<file path="config.mk">
export PLATFORM = sky130hd
export DESIGN_NAME = sdl_word_loader
export DESIGN_NICKNAME = d
export VERILOG_FILES = /design/src/design/sdl_pkg.sv /design/src/design/sdl_pin_filter.sv /design/src/design/sdl_word_loader.sv
export SDC_FILE = /design/constraint.sdc
export NUM_CORES = 1
export LEC_CHECK = 0
export BUFFER_PORTS_ARGS = -buffer_cell sky130_fd_sc_hd__buf_4
export CORE_MARGIN = 1
export CORE_UTILIZATION = 30
export CTS_CLUSTER_SIZE = 30
export DETAILED_ROUTE_END_ITERATION = 8
export PLACE_DENSITY_LB_ADDON = 0.3
export SETUP_SLACK_MARGIN = 0.5
export SYNTH_ARGS = -nofsm -noshare
export SYNTH_HDL_FRONTEND = slang
export SYNTH_SLANG_ARGS = --single-unit
</file>
<file path="constraint.sdc">
create_clock -name CLK_SYS -period 2.04 [get_ports CLK_SYS]
set_input_delay 0.306 -clock CLK_SYS [delete_from_list [all_inputs] [get_ports CLK_SYS]]
set_output_delay 0.306 -clock CLK_SYS [all_outputs]
set_load 0.1 [all_outputs]
</file>
<file path="src/design/sdl_pkg.sv">
package sdl_pkg;

  // ****************************************************************
  // Word format
  // ****************************************************************
  localparam int WORD_BITS = 16;
  localparam int CNT_BITS = 5;
  localparam logic [CNT_BITS-1:0] CNT_FULL = 5'h10;
  localparam logic [CNT_BITS-1:0] CNT_RESET = 5'h00;
  localparam int MSB_POS = 15;

  // ****************************************************************
  // Reset values
  // ****************************************************************
  localparam logic [WORD_BITS-1:0] CONV_RESET = 16'h0000;
  localparam logic [WORD_BITS-1:0] MIDSCALE = 16'h8000;

  // Output level is signed, in steps of one reference over 65,536
  localparam int LEVEL_BITS = 18;
  localparam logic signed [LEVEL_BITS-1:0] LEVEL_RESET = 18'sh00000;

  // Idle levels the pin filters start from
  localparam logic SEL_IDLE = 1'b1;
  localparam logic SCLK_IDLE = 1'b0;
  localparam logic DATA_IDLE = 1'b0;
  localparam logic LOAD_IDLE = 1'b1;

  // ****************************************************************
  // Frame tracking
  // ****************************************************************
  typedef enum logic [0:0] {
    FR_IDLE = 1'b0,
    FR_SHIFT = 1'b1
  } sdl_frame_e;

endpackage

</file>
<file path="src/design/sdl_pin_filter.sv">
`timescale 1ns/1ps
// Three-stage pin synchroniser; the output moves only once stages two and three agree
module sdl_pin_filter #(
  parameter logic INIT = 1'b0
) (
  input wire logic clk,
  input wire logic rst_n,
  input wire logic pin,
  output logic level
);

  logic meta_r;
  logic sync_r;
  logic hold_r;

  // ****************************************************************
  // Synchroniser chain
  // ****************************************************************
  // First stage feeds only the second, to keep metastability contained
  always_ff @(posedge clk or negedge rst_n) begin
    if (!rst_n) begin
      meta_r <= INIT;
      sync_r <= INIT;
      hold_r <= INIT;
    end else begin
      meta_r <= pin;
      sync_r <= meta_r;
      hold_r <= sync_r;
    end
  end

  // Accepted level, changes when two settled stages agree
  always_ff @(posedge clk or negedge rst_n) begin
    if (!rst_n) begin
      level <= INIT;
    end else if (sync_r == hold_r) begin
      level <= hold_r;
    end
  end

endmodule

</file>
<file path="src/design/sdl_word_loader.sv">
`timescale 1ns/1ps
module sdl_word_loader (
  input wire logic CLK_SYS,
  input wire logic RST_N,
  input wire logic SER_CLK,
  input wire logic SER_DATA,
  input wire logic FRAME_SEL_N,
  input wire logic CONVERTER_LOAD_STROBE_N,
  input wire logic BIPOLAR_MODE,
  output logic [sdl_pkg::WORD_BITS-1:0] CONV_CODE,
  output logic signed [sdl_pkg::LEVEL_BITS-1:0] OUT_LEVEL,
  output logic LOAD_PULSE,
  output logic FRAME_ACTIVE,
  output logic WORD_COMPLETE
);
  import sdl_pkg::*;

  // ****************************************************************
  // Helper functions
  // ****************************************************************
  // Edge test shared by the clock, select and strobe pins
  function automatic logic rising(input logic prev, input logic cur);
    rising = !prev && cur;
  endfunction

  // Code to signed output step count; bipolar steps are twice as large
  function automatic logic signed [LEVEL_BITS-1:0] code_to_level(
    input logic [WORD_BITS-1:0] code,
    input logic bipolar
  );
    logic signed [LEVEL_BITS-1:0] offs;
    offs = $signed({2'b00, code}) - $signed({2'b00, MIDSCALE});
    if (bipolar) begin
      code_to_level = offs <<< 1;
    end else begin
      code_to_level = $signed({2'b00, code});
    end
  endfunction

  // ****************************************************************
  // Pin filters
  // ****************************************************************
  logic sclk_lvl;
  logic data_lvl;
  logic sel_lvl;
  logic load_lvl;
  logic mode_lvl;

  // Data goes through the same depth as the clock so they stay aligned
  sdl_pin_filter #(.INIT(SCLK_IDLE)) u_sclk (
    .clk(CLK_SYS),
    .rst_n(RST_N),
    .pin(SER_CLK),
    .level(sclk_lvl)
  );

  sdl_pin_filter #(.INIT(DATA_IDLE)) u_data (
    .clk(CLK_SYS),
    .rst_n(RST_N),
    .pin(SER_DATA),
    .level(data_lvl)
  );

  sdl_pin_filter #(.INIT(SEL_IDLE)) u_sel (
    .clk(CLK_SYS),
    .rst_n(RST_N),
    .pin(FRAME_SEL_N),
    .level(sel_lvl)
  );

  sdl_pin_filter #(.INIT(LOAD_IDLE)) u_load (
    .clk(CLK_SYS),
    .rst_n(RST_N),
    .pin(CONVERTER_LOAD_STROBE_N),
    .level(load_lvl)
  );

  // Mode is a strap-like level; filtered like the others
  sdl_pin_filter #(.INIT(1'b0)) u_mode (
    .clk(CLK_SYS),
    .rst_n(RST_N),
    .pin(BIPOLAR_MODE),
    .level(mode_lvl)
  );

  // ****************************************************************
  // Edge detection
  // ****************************************************************
  logic sclk_prev_r;
  logic sel_prev_r;
  logic load_prev_r;

  // Previous filtered levels, for edge finding
  always_ff @(posedge CLK_SYS or negedge RST_N) begin
    if (!RST_N) begin
      sclk_prev_r <= SCLK_IDLE;
      sel_prev_r <= SEL_IDLE;
      load_prev_r <= LOAD_IDLE;
    end else begin
      sclk_prev_r <= sclk_lvl;
      sel_prev_r <= sel_lvl;
      load_prev_r <= load_lvl;
    end
  end

  logic sclk_rise;
  logic sel_rise;
  logic sel_fall;
  logic load_fall;

  // Only rising serial clock edges sample; inverted host clocks arrive here already flipped
  assign sclk_rise = rising(sclk_prev_r, sclk_lvl);
  assign sel_rise = rising(sel_prev_r, sel_lvl);
  assign sel_fall = rising(sel_lvl, sel_prev_r);
  assign load_fall = rising(load_lvl, load_prev_r);

  // ****************************************************************
  // Frame state
  // ****************************************************************
  sdl_frame_e frame_r;
  sdl_frame_e frame_nxt;

  // A frame runs from the select fall to the select rise
  always_comb begin
    frame_nxt = frame_r;
    case (frame_r)
      FR_IDLE: begin
        if (sel_fall) begin
          frame_nxt = FR_SHIFT;
        end
      end
      FR_SHIFT: begin
        if (sel_rise) begin
          frame_nxt = FR_IDLE;
        end
      end
      default: begin
        frame_nxt = FR_IDLE;
      end
    endcase
  end

  always_ff @(posedge CLK_SYS or negedge RST_N) begin
    if (!RST_N) begin
      frame_r <= FR_IDLE;
    end else begin
      frame_r <= frame_nxt;
    end
  end

  // ****************************************************************
  // Bit counter
  // ****************************************************************
  logic [CNT_BITS-1:0] bits_r;
  logic shift_en;

  // Shifting only while selected; idle clocking is ignored
  assign shift_en = sclk_rise && !sel_lvl;

  // Counts the bits of the current frame, saturating at a full word
  always_ff @(posedge CLK_SYS or negedge RST_N) begin
    if (!RST_N) begin
      bits_r <= CNT_RESET;
    end else if (sel_fall) begin
      bits_r <= CNT_RESET;
    end else if (shift_en && bits_r != CNT_FULL) begin
      bits_r <= bits_r + 5'h01;
    end
  end

  // ****************************************************************
  // Shift register
  // ****************************************************************
  logic [WORD_BITS-1:0] shift_r;

  // No reset here on purpose: the content is undefined until bits arrive
  always_ff @(posedge CLK_SYS) begin
    if (shift_en) begin
      // First bit ends up at the top; longer frames push older bits out
      shift_r <= {shift_r[MSB_POS-1:0], data_lvl};
    end
  end

  // ****************************************************************
  // Converter register
  // ****************************************************************
  logic load_now;
  logic word_held_r;

  // Strobe low at select rise loads at once; strobe high defers to its fall
  // A strobe fall counts only with a deferred word waiting, so a strobe tied low
  // from power-up cannot copy the undefined shift register once reset ends
  assign load_now = (sel_rise && !load_lvl) || (load_fall && sel_lvl && word_held_r);

  // Deferred word marker: set by a select rise with strobe high, cleared by its load
  always_ff @(posedge CLK_SYS or negedge RST_N) begin
    if (!RST_N) begin
      word_held_r <= 1'b0;
    end else if (sel_rise && load_lvl) begin
      word_held_r <= 1'b1;
    end else if (load_now) begin
      word_held_r <= 1'b0;
    end
  end

  // Short frames still transfer, carrying bits of the previous word
  always_ff @(posedge CLK_SYS or negedge RST_N) begin
    if (!RST_N) begin
      CONV_CODE <= CONV_RESET;
    end else if (load_now) begin
      CONV_CODE <= shift_r;
    end
  end

  // Transfer marker, one cycle per load
  always_ff @(posedge CLK_SYS or negedge RST_N) begin
    if (!RST_N) begin
      LOAD_PULSE <= 1'b0;
    end else begin
      LOAD_PULSE <= load_now;
    end
  end

  // ****************************************************************
  // Output level
  // ****************************************************************
  // Tracks the held code and mode one cycle later; reset shows zero code unipolar
  always_ff @(posedge CLK_SYS or negedge RST_N) begin
    if (!RST_N) begin
      OUT_LEVEL <= LEVEL_RESET;
    end else begin
      OUT_LEVEL <= code_to_level(CONV_CODE, mode_lvl);
    end
  end

  // ****************************************************************
  // Status
  // ****************************************************************
  // Frame and word-length flags for the surrounding logic
  always_ff @(posedge CLK_SYS or negedge RST_N) begin
    if (!RST_N) begin
      FRAME_ACTIVE <= 1'b0;
      WORD_COMPLETE <= 1'b0;
    end else begin
      FRAME_ACTIVE <= (frame_nxt == FR_SHIFT);
      WORD_COMPLETE <= (bits_r == CNT_FULL);
    end
  end

endmodule

</file>
Word level (Yosys, flattened, before mapping). Cells that the tools add are included.

Register bits: 82. Input bits: 7. Output and inout bits: 37. Word-level logic and storage cells: 66.

$add $sub $neg: 2. Equal/unequal tests: 7. Mux-type cells: 8. Bitwise operators: 1. Reductions and logical operators: 17.

Operators with widths (count): 2-to-1 mux 18 bit (1); subtractor 16 x 16 -> 17 bit, second input constant (1); logical AND 1 bit (10); 2-to-1 mux 5 bit (2); adder 5 x 1 -> 5 bit, second input constant (1); == test 1 bit (5); == test 5 bit, second input constant (1); inequality test 5 bit, second input constant (1); logical NOT 1 bit (4); 2-to-1 mux 1 bit (4); nonzero test 2 bit (2); one-hot mux 1 bit (2 select lines) (1); logical OR 1 bit (1); NOT 1 bit (1).

Longest topological paths before layout. Gate-level depths: netlist (run 1).

Depth after elaboration: 7. Mapped depth: 5. Depth with buffers taken out: 5.

Modules after synthesis. From an unflattened synthesis (run 1), not the netlist that was laid out.

Cells, all modules: 165. Area, all modules: 2879.0 sq um.

By module, submodules not included: sdl_word_loader (instances 1, cells an instance 140, area an instance 2312.2 sq um, seq. area each 1609.0 sq um); sdl_pin_filter at u_data ... (instances 3, cells an instance 5, area an instance 111.4 sq um, seq. area each 100.1 sq um); sdl_pin_filter at u_load ... (instances 2, cells an instance 5, area an instance 116.4 sq um, seq. area each 105.1 sq um).

Worst setup path after synthesis (run 1). No wires, ideal clock.

Path type: reg-to-reg. Start point: register u_sel.level. End point: register bits_r[2]. Arrival time: 1.556 ns. Data required time: 1.917 ns. Setup slack: 0.360 ns. Stages on the path, launching flop included: 4. Path through: dfstp_2 -> nor3b_2 -> nand3_1 -> mux2i_1.

Longest elaborated chain between the ends: 4. Elaborated cells between the ends (all ways): 6. Classes of those cells: mux: 1; reduce/logical: 5.

Ends and longest elaborated chain: from (decl) (RTL line sdl_pin_filter.sv:9) `output logic level`; from (signal assigned) (RTL line sdl_pin_filter.sv:37) `level <= hold_r;`; logical NOT 1 bit (RTL line sdl_word_loader.sv:158) `assign shift_en = sclk_rise && !sel_lvl;`; logical AND 1 bit (RTL line sdl_word_loader.sv:158); named net shift_en (RTL line sdl_word_loader.sv:155) `logic shift_en;`; logical AND 1 bit (RTL line sdl_word_loader.sv:166) `end else if (shift_en && bits_r != CNT_FULL) begin`; nonzero test 2 bit (no line); to (signal assigned) (RTL line sdl_word_loader.sv:167) `bits_r <= bits_r + 5'h01;`; to (decl) (RTL line sdl_word_loader.sv:154) `logic [CNT_BITS-1:0] bits_r;`.

The timed path passes the listed nets, and every way through them passes these cells. A chain may end at the register's enable or synchronous reset.

Worst setup path in the final report (run 1).
Start point: register load_prev_r. End point: register CONV_CODE[13] (netlist bit).

Longest elaborated chain between the ends: 4.

Ends and longest elaborated chain: from (decl) (RTL line sdl_word_loader.sv:91) `logic load_prev_r;`; from (signal assigned) (RTL line sdl_word_loader.sv:102) `load_prev_r <= load_lvl;`; logical AND 1 bit (RTL line sdl_word_loader.sv:23) `rising = !prev && cur;`; logical AND 1 bit (2 in a row) (RTL line sdl_word_loader.sv:193) `assign load_now = (sel_rise && !load_lvl) || (load_fall && sel_lvl && word_held_r);`; logical OR 1 bit (RTL line sdl_word_loader.sv:193); to (signal assigned) (RTL line sdl_word_loader.sv:211) `CONV_CODE <= shift_r;`; to (decl) (RTL line sdl_word_loader.sv:10) `output logic [sdl_pkg::WORD_BITS-1:0] CONV_CODE,`.

No other way between the ends.

==> impl_metrics.csv, run 1 <==
group,metric,value,unit
synthesis,synth.most_common_cell,"dfrtp_1",
synthesis,netlist_top_cells_count,"dfrtp_1, mux2_2, edfxtp_1",
min_path,min_from,"FRAME_SEL_N",
global_route,grt_pass1_wl,7.555,mm
final_layout,nFillCells,868,
place,gp_congestion,0.6371,
synthesis,synth_edf_count,16,
cts,cts_tree,"yes",
global_route,grt_pass1_vias,1510,
global_route,overflow,0,
routing,wire_per_inst,12.60,um
final_layout,fin_nets,226,
final_layout,area_delta_synth_final,24.24,%
die,die_x,99.73,um
die,die_h,99.73,um
timing,hold_violations,0,
synthesis,syn_nets,172,
final_layout,final_util,38.52,%
cts,clkTransAtPathRegs,0.09,ns
timing,finalCritPeriodShare,70.75,%
cts,cts_buffer_depth,2,
synthesis,synth.ff_latch_count,81,
die,start_util,31.01,%
timing,finalCriticalPeriod,1.443,ns
synthesis,yosysUniqueCellTypes,30,
routing,via_per_inst,4.162,
timing,setup_viol,0,
timing,whs,0.05979,ns
timing,fin_worst_skew,0.01263,ns
global_route,antenna_found_initial,0,
die,die_area,9946,um^2
synthesis,seq_area_frac_synth,73.97,%
worst_setup_path,reg2reg_from,"load_prev_r",
synthesis,synth_ff_type,"dfrtp_1",
timing,max_freq,692.9,MHz
timing,max_slew_margin,50.17,%
synthesis,synth_area,2865,um^2
worst_setup_path,critical_path.max_fanout,17,
timing,setup_total_negative_slack,0,ns
min_path,worstHoldPathType,"primary input to register",
die,rows,35,
routing,drtAntennaViolNets,0,
timing,worstMarginPinSlew,0.7475,ns
global_route,grt_max_degree,41,
die,coreArea,9240,um^2
synthesis,netlist_instances,163,
synthesis,ys.warnings.count,0,
worst_setup_path,critPathLaunch,"load_prev_r",
worst_setup_path,crit_arrival,1.69,ns
cts,clk_latency,0.35,ns
place,io_buffers,43,
final_layout,n_antenna_cell,0,
worst_setup_path,worstPathRequired,2.28,ns
worst_setup_path,reg2reg_slack,0.60,ns
routing,wirelength,4.424,mm
worst_setup_path,r2r_end,"CONV_CODE[13]",
min_path,worstHoldEndpoint,"u_sel.meta_r",
worst_setup_path,end_kind,"register",
synthesis,syn_area_per_cell,17.58,um^2
routing,vias,1461,
global_route,grt.total_usage,10.27,%
worst_setup_path,cp-start-kind,"register",
routing,drtIter0Drc,40,
min_path,hold_depth,1,
worst_setup_path,setup.worst_path.class,"register to register",
routing,drcViolationCount,0,
synthesis,async_flop_share,80.25,%
timing,rsz0062_at_grt,"no",
cts,cts_made_buffers,9,
die,io_pins,44,
place,hpwlAfterDp,2.841,mm
final_layout,final_layout_size_suffix_gt1_share,48.65,%
routing,drt-pass1-iter-count,4,
worst_setup_path,ff2ff_path_depth,4,
cts,root_buffer,"clkbuf_8",
outcome,outcome,"complete, no violations",
synthesis,synth.area.top_cells,"dfrtp_1, edfxtp_1, dfstp_2",
synthesis,synth_top_cell_by_area,"dfrtp_1",
cts,htreeDepth,3,
cts,cts_sinks,81,
flow_run,drv_cap,0,
timing,finalMaxSlewViolations,0,
synthesis,synth_top_area_share,48.03,%
-- state kept, by name (all words and copies together), names as in the netlist, 5 cells and up --
register / flops
OUT_LEVEL: 17
CONV_CODE: 16
shift_r: 16
bits_r: 5
-- area by class of cell --
type / instances / area (um^2) / share of cell area [%]
Sequential cell: 81 / 2121 / 59.58
Multi-Input combinational cell: 74 / 698.2 / 19.61
Timing Repair Buffer: 48 / 382.9 / 10.76
Tap cell: 129 / 161.4 / 4.534
Clock buffer: 10 / 137.6 / 3.866
Clock inverter: 6 / 47.55 / 1.336
Inverter: 3 / 11.26 / 0.3163
-- worst max-delay path by stage --
stage | endpoint | slack (ns)
after floorplan | CONV_CODE[15] | 0.52
after global placement | CONV_CODE[13] | 0.44
after detailed placement | CONV_CODE[13] | 0.42
after CTS | CONV_CODE[0] | 0.57
after global routing | bits_r[3] | 0.51
final | CONV_CODE[13] | 0.60
-- timing repair --
item                       CTS  global route
hold endpoints to repair    25             0
setup endpoints to repair   16             0
hold buffers                 1             0
gates resized for setup      2             0
setup buffers                1             0
-- logic make-up (layout without fill, tap and decap cells) --
logic type	Yosys count	after routing	share of synthesized area (%)
flops	81	81	73.97
mux	32	32	13.71
simple gates	27	27	5.721
compound gates	8	8	2.097
buf+inv	8	67	1.878
fa+ha+maj	7	7	2.620
-- routing by layer --
metal,vias to the layer above,wire length [um],part of all wire [%],GRT usage (%)
li1,676,-,-,-
met1,736,2045,46,12.87
met2,40,2063,47,15.44
met3,9,245,5.5,4.076
met4,0,70,1.6,5.090
met5,-,0,0,0
-- layout by cell type (no fill, tap or decap) --
| master | synthesis | final |
|---|---|---|
| dfrtp_1 | 55 | 54 |
| buf_4 | 1 | 45 |
| mux2_2 | 22 | 22 |
| edfxtp_1 | 16 | 16 |
| clkbuf_8 | 0 | 10 |
| dfstp_2 | 10 | 10 |
| mux2_4 | 9 | 9 |
| nand2_1 | 8 | 8 |
| nor2b_1 | 5 | 5 |
| maj3_1 | 5 | 5 |
| o21ai_0 | 4 | 4 |
| inv_1 | 3 | 3 |
| inv_6 | 0 | 3 |
| nand4bb_1 | 2 | 2 |
| nand3_1 | 2 | 2 |
| nand2b_1 | 2 | 2 |
| nand4_1 | 2 | 2 |
| ha_1 | 2 | 2 |
| dfrtp_2 | 0 | 1 |
| nor3b_4 | 0 | 1 |
| nand2b_2 | 1 | 1 |
| a21oi_4 | 1 | 1 |
| nor2_1 | 1 | 1 |
| or4_1 | 1 | 1 |
| a22oi_1 | 1 | 1 |
| or3_1 | 1 | 1 |
| a21boi_0 | 1 | 1 |
| o22a_1 | 1 | 1 |
| mux2i_1 | 1 | 1 |
| and2_1 | 1 | 1 |
| clkinvlp_4 | 0 | 1 |
| clkinv_4 | 0 | 1 |
| clkinv_2 | 0 | 1 |
| dlygate4sd3_1 | 0 | 1 |
| buf_8 | 0 | 1 |
| buf_12 | 1 | 1 |
-- through the flow --
stage	setup slack, ns	instance area [um^2]	instances
floorplan	0.5240	2873	163
global placement	0.4413	3349	333
detailed placement	0.4208	3349	333
CTS	0.5680	3560	351
global route	0.5135	3560	351
finish	0.5967	3560	351
-- critical path, cell delays in order, from the launching register on --
cell and delay [ns]:
dfstp_2 0.54, nand2_1 0.08, a21oi_4 0.16, buf_8 0.20
mux2_2 0.35
Power of run 1 is left out: the tool's default activity adds up to more than one toggle a clock period on the data nets, which glitch-free logic cannot reach.
==> run 2: changes to the inputs <==
==> constraint.sdc (replaced) <==
create_clock -name CLK_SYS -period 1.3 [get_ports CLK_SYS]
set_input_delay 0.195 -clock CLK_SYS [delete_from_list [all_inputs] [get_ports CLK_SYS]]
set_output_delay 0.195 -clock CLK_SYS [all_outputs]
set_load 0.1 [all_outputs]
==> run 2 against run 1 <==
Against the previous run:
- critical path depth did not move
- global-route usage rose by 2.0 points
- fmax rose by 2.3%
- sequential cell count did not move
- the flow now finishes with violations (setup timing)
- clock skew barely moved
- worst setup slack got worse by 0.71 ns
- routed wire length rose by 27%
- sequential share of layout area fell by 13 points
- utilization rose by 14 points
- register-to-register slack got worse by 0.71 ns
- critical endpoint is now CONV_CODE[9]
- final area rose by 37%
- first-iteration DRC count did not move
==> impl_metrics.csv, run 2 (synthesis results as in run 1) <==
group,metric,value,unit
worst_setup_path,end_kind,"register",
final_layout,fin_area,4870,um^2
die,coreArea,9240,um^2
place,hpwlAfterDp,2.888,mm
power,leakage,2.019,nW
final_layout,layout_commonest_cell,"buf_12",
worst_setup_path,cp-start-kind,"register",
worst_setup_path,cp_slowest_stage_delay,0.57,ns
worst_setup_path,setup.worst_path.class,"register to register",
timing,worstMarginPinSlew,0.2214,ns
final_layout,area_delta_synth_final,69.96,%
timing,finalCritPeriodShare,108.5,%
power,p_per_area,2481,nW/um^2
min_path,worstHoldPathType,"primary input to async pin",
cts,htreeDepth,3,
place,place_ws,-0.1261,ns
final_layout,nFillCells,720,
die,die_x,99.73,um
final_layout,n_antenna_cell,0,
die,rows,35,
final_layout,fin_nets,268,
final_layout,final_cell_mix,"buf_12, dfrtp_4, mux2_4",
worst_setup_path,reg2reg_slack,-0.11,ns
global_route,grt_pass1_vias,1781,
timing,finalCriticalPeriod,1.411,ns
timing,finalWorstSetupSlack,-0.1106,ns
place,placed_area,3590,um^2
routing,drcViolationCount,0,
worst_setup_path,cp_top_family,"flip-flops",
die,die_area,9946,um^2
global_route,use_met3,4.357,%
timing,rsz0062_at_grt,"yes",
cts,cts_sinks,81,
place,io_buffers,43,
global_route,use_met1,15.10,%
worst_setup_path,worstPathRequired,1.54,ns
worst_setup_path,critical_path.max_fanout,17,
cts,cts_tree,"yes",
final_layout,top_register,"OUT_LEVEL",
routing,via_per_inst,4.137,
die,start_util,31.01,%
place,placed_cells,339,
power,vdd_drop_max,1.007,mV
worst_setup_path,slowest_stage,"dfstp_2",
routing,drtAntennaViolNets,0,
final_layout,layoutNonFillerInstCount,393,
outcome,outcome,"finished with violations",
timing,fin_worst_skew,0.01221,ns
cts,root_buffer,"clkbuf_8",
die,die_h,99.73,um
final_layout,final_layout_size_suffix_gt1_share,75.76,%
routing,drtIter0Drc,40,
die,io_pins,44,
worst_setup_path,crit_buf_inv,1,
routing,wire_per_inst,14.24,um
routing,vias,1626,
final_layout,reg_top3,"OUT_LEVEL: 17 flops, CONV_CODE: 16 flops, shift_r: 16 flops",
cts,clkTransAtPathRegs,0.09,ns
final_layout,multi_input_comb_area,845.8,um^2
worst_setup_path,crit_arrival,1.65,ns
place,gp_congestion,0.6628,
flow_run,drv_cap,0,
outcome,violations,"setup timing",
timing,max_freq,708.9,MHz
timing,finalMaxSlewViolations,0,
global_route,grt.total_usage,12.28,%
global_route,antenna_found_initial,0,
final_layout,seq_area,2257,um^2
routing,wirelength,5.598,mm
timing,setup_viol,18,
worst_setup_path,cp_cell_sequence,"nand2b_4, a21oi_4, buf_12, mux2_2",
cts,cts_buffer_depth,2,
final_layout,largest_register_ffs,17,
global_route,grt_max_degree,40,
routing,drt-pass1-iter-count,4,
timing,max_slew_margin,85.24,%
cts,clk_latency,0.34,ns
global_route,grt_pass1_wl,9.177,mm
global_route,top_usage_layer,"met2",
cts,cts_made_buffers,9,
global_route,grt_util_met2,20.27,%
global_route,overflow,0,
timing,hold_violations,0,
## run 2: cell types whose count changed in the layout (fill, tap and decap cells not counted), moves of 3 or more
cell	before	now
buf_12	1	43
buf_16	0	3
buf_4	45	18
buf_6	0	20
dfrtp_1	54	17
dfrtp_4	0	36
dlygate4sd3_1	1	6
maj3_1	5	0
maj3_2	0	5
mux2_2	22	6
mux2_4	9	25
o21ai_0	4	1
o21ai_2	0	3
## run 2: layout make-up
| class | count | area share (%) |
|---|---|---|
| sequential | 81 | 46.35 |
| timing repair buffer | 90 | 28.01 |
| multi-input combinational | 74 | 17.37 |
| clock buffer | 11 | 3.340 |
| tap | 129 | 3.314 |
| clock inverter | 5 | 1.387 |
| inverter | 3 | 0.2312 |
## run 2: what timing repair did
action                     CTS  global route
hold endpoints to repair    69             0
setup buffers               25             4
setup endpoints to repair   99           101
pin swaps                    7             5
resized for setup          159             9
hold buffers                 6             0
gates cloned                 3             0
## run 2: per-layer routing
metal,part of all wire [%],up-vias
met2,53,37
met4,0.70,0
met5,0,-
li1,-,765
met3,3.7,4
met1,43,820
## run 2: tightest hold or removal path: stages
cell and delay, ns:
dlygate4sd3_1 0.52, buf_4 0.13, buf_12 0.18
## run 2: final timing paths
check | startpoint | to | cells after the start
max reg2reg | u_sel.level | CONV_CODE[9] | 4
min reg2reg | u_mode.meta_r | u_mode.sync_r | 0
min in group CLK_SYS | u_mode.meta_r | u_mode.sync_r | 0
max | u_sel.level | CONV_CODE[9] | 4
max in group asynchronous | RST_N | CONV_CODE[3] | 3
min | RST_N | FRAME_ACTIVE | 3
## run 2: power by group
| part | leakage [nW] | total, mW | internal, mW | switching, mW |
|---|---|---|---|---|
| Clock | 0.117 | 2.03 | 1.08 | 0.943 |
| Combinational | 1.03 | 6.21 | 2.57 | 3.63 |
| Sequential | 0.867 | 3.85 | 3.35 | 0.497 |
## run 2: through the flow
stage,utilization (%),total power [mW],TNS (ns),hold slack (ns)
floorplan,-,7.243,-3.847,-0.1006
global placement,38.85,8.096,-1.355,0.1643
CTS,52.01,12.05,-1.437,0.3290
global route,52.70,12.51,-2.468,0.3297
detailed placement,38.85,8.131,-1.772,0.1648
finish,52.70,12.08,-1.329,0.3407
(Power assumes the default switching activity.)
==> run 3: changes to the inputs <==
==> constraint.sdc (replaced) <==
create_clock -name CLK_SYS -period 1.3 [get_ports CLK_SYS]
set_input_delay 0.195 -clock CLK_SYS [delete_from_list [all_inputs] [get_ports CLK_SYS]]
set_output_delay 0.195 -clock CLK_SYS [all_outputs]
set_load 0.005 [all_outputs]
==> run 3 against run 2 <==
Against the previous run:
- the flow finishes with violations (hold timing, setup timing)
- die area is the same
- clock skew grew 0.0021 ns
- worst setup slack gained 0.0073 ns
- clock power shrank 2%
- critical path depth is the same
- worst hold slack lost 0.56 ns
- sequential cell count is the same
- via count grew 0.80%
==> impl_metrics.csv, run 3 (synthesis results as in run 1) <==
group,metric,value,unit
place,io_buffers,43,
die,die_x,99.73,um
global_route,grt_pass1_wl,8.763,mm
final_layout,largest_register_ffs,17,
cts,clkTransAtPathRegs,0.08,ns
routing,vias,1639,
outcome,outcome,"finished with violations",
worst_setup_path,critical_path.max_fanout,17,
power,leakage,1.907,nW
timing,finalCritPeriodShare,107.9,%
die,start_util,31.01,%
min_path,worstHoldPathType,"primary input to async pin",
timing,rsz0062_at_grt,"yes",
cts,cts_tree,"yes",
cts,cts_buffer_depth,2,
final_layout,fin_nets,268,
worst_setup_path,reg2reg_from,"load_prev_r",
routing,drcViolationCount,0,
timing,fin_worst_skew,0.01430,ns
die,io_pins,44,
global_route,overflow,0,
cts,cts-hold-fix-buffers,5,
routing,via_per_inst,4.170,
timing,setup_viol,18,
timing,hold_violations,18,
worst_setup_path,cp_cell_sequence,"nand2_2, a21oi_4, buf_12, mux2_2",
cts,cts_made_buffers,9,
timing,whs,-0.2229,ns
worst_setup_path,r2r_end,"CONV_CODE[9]",
timing,max_slew_margin,73.68,%
cts,htreeDepth,3,
power,vdd_drop_max,0.8579,mV
routing,wirelength,5.211,mm
outcome,violations,"hold timing, setup timing",
final_layout,top_register,"OUT_LEVEL",
global_route,grt_pass1_vias,1711,
worst_setup_path,ff2ff_path_depth,4,
timing,finalMaxSlewViolations,0,
cts,clk_latency,0.35,ns
power,switching_share,24.56,%
final_layout,layout_commonest_cell,"dfrtp_1",
power,p_per_area,1786,nW/um^2
power,clock_power_share,25.5,%
timing,finalCriticalPeriod,1.403,ns
worst_setup_path,cp-start-kind,"register",
worst_setup_path,crit_arrival,1.63,ns
timing,setup_total_negative_slack,-1.241,ns
power,p_seq_share,44.0,%
power,total_switching_power,1.915,mW
cts,root_buffer,"clkbuf_8",
global_route,grt.total_usage,11.82,%
final_layout,nFillCells,815,
worst_setup_path,reg2reg_slack,-0.10,ns
final_layout,final_util,47.24,%
die,rows,35,
die,die_h,99.73,um
final_layout,reg_top3,"OUT_LEVEL: 17 flops, CONV_CODE: 16 flops, shift_r: 16 flops",
power,power_frac_comb,30.5,%
routing,drt-pass1-iter-count,4,
timing,finalWorstSetupSlack,-0.1033,ns
worst_setup_path,setup.worst_path.class,"register to register",
global_route,grt_max_degree,31,
worst_setup_path,end_kind,"register",
place,gp_congestion,0.6962,
timing,max_freq,712.6,MHz
final_layout,final_layout_size_suffix_gt1_share,63.64,%
cts,cts_sinks,81,
routing,drtIter0Drc,31,
final_layout,n_antenna_cell,0,
routing,wire_per_inst,13.26,um
place,placed_area,3442,um^2
flow_run,drv_cap,0,
final_layout,final_cell_mix,"dfrtp_1, buf_6, buf_4",
global_route,antenna_found_initial,0,
die,coreArea,9240,um^2
power,internal_power,5.882,mW
worst_setup_path,slowest_stage,"dfstp_2",
final_layout,fin_area,4365,um^2
place,hpwlAfterDp,2.837,mm
final_layout,area_delta_synth_final,52.36,%
die,die_area,9946,um^2
routing,drtAntennaViolNets,0,
timing,worstMarginPinSlew,0.3948,ns
worst_setup_path,worstPathRequired,1.53,ns
worst_setup_path,cp_slowest_stage_delay,0.54,ns
## run 3: cell count changes in the layout (fill, tap and decap cells not counted), moves of 2 or more
cell	before	now
buf_6	20	50
clkinv_4	2	0
dfrtp_1	17	53
buf_12	43	5
dfrtp_4	36	0
buf_4	18	27
## run 3: what timing repair did
item	4_1_cts	5_1_grt
pin swaps	5	4
endpoints found under the setup margin	99	101
buffers inserted	27	3
endpoints found under the hold margin	23	18
gates resized for setup	78	13
gates cloned	2	1
## run 3: power groups by stage
stage	Clock, mW	Combinational, mW	Sequential (mW)
after floorplan	0	0.616	3.44
after CTS	2.08	2.32	3.43
after detailed placement	0	1.41	3.49
final	1.99	2.38	3.43
after global routing	2.19	2.55	3.49
after global placement	0	1.39	3.48
## run 3: layout make-up
cell class	instances	area (um^2)	share of cell area, %
Inverter	3	11.26	0.2580
Timing Repair Buffer	90	996.0	22.81
Clock inverter	6	90.09	2.064
Multi-Input combinational cell	74	857.1	19.63
Sequential cell	81	2122	48.61
Clock buffer	10	127.6	2.923
Tap cell	129	161.4	3.697
## run 3: worst max-delay path: cells and delay by family, from the launching register on
kind | cells | cell delay (ns)
and+or+nand+nor | 1 | 0.06
AOI/OAI and AO/OA | 1 | 0.16
buffers and inverters | 1 | 0.18
muxes | 1 | 0.34
DFF | 1 | 0.54
## run 3: how the worst max path moves through the flow
stage                           start  slack [ns]  cells past startpoint             to
after global routing      u_sel.level       -0.16                      4   CONV_CODE[9]
after floorplan           u_sel.level       -0.20                      4   CONV_CODE[0]
final                     load_prev_r       -0.10                      4   CONV_CODE[9]
after detailed placement  load_prev_r       -0.11                      4  CONV_CODE[10]
after global placement    load_prev_r       -0.10                      4  CONV_CODE[14]
after CTS                 load_prev_r       -0.11                      4  CONV_CODE[10]
## run 3: metrics by stage
| step | hold WS [ns] | worst slack (ns) | total power, mW | instances |
|---|---|---|---|---|
| after floorplan | -0.1006 | -0.2032 | 4.057 | 163 |
| after detailed placement | 0.1505 | -0.1134 | 4.898 | 339 |
| after global routing | -0.2238 | -0.1563 | 8.238 | 393 |
| after global placement | 0.1465 | -0.1016 | 4.872 | 339 |
| final | -0.2229 | -0.1033 | 7.797 | 393 |
| after CTS | -0.2450 | -0.1142 | 7.838 | 389 |
## run 3: routing by layer
metal | track usage [%] | up-vias | routed length [um]
li1 | - | 766 | -
met1 | 14.82 | 832 | 2341
met2 | 18.46 | 37 | 2636
met3 | 4.427 | 4 | 200
met4 | 4.751 | 0 | 33
met5 | 0 | - | 0
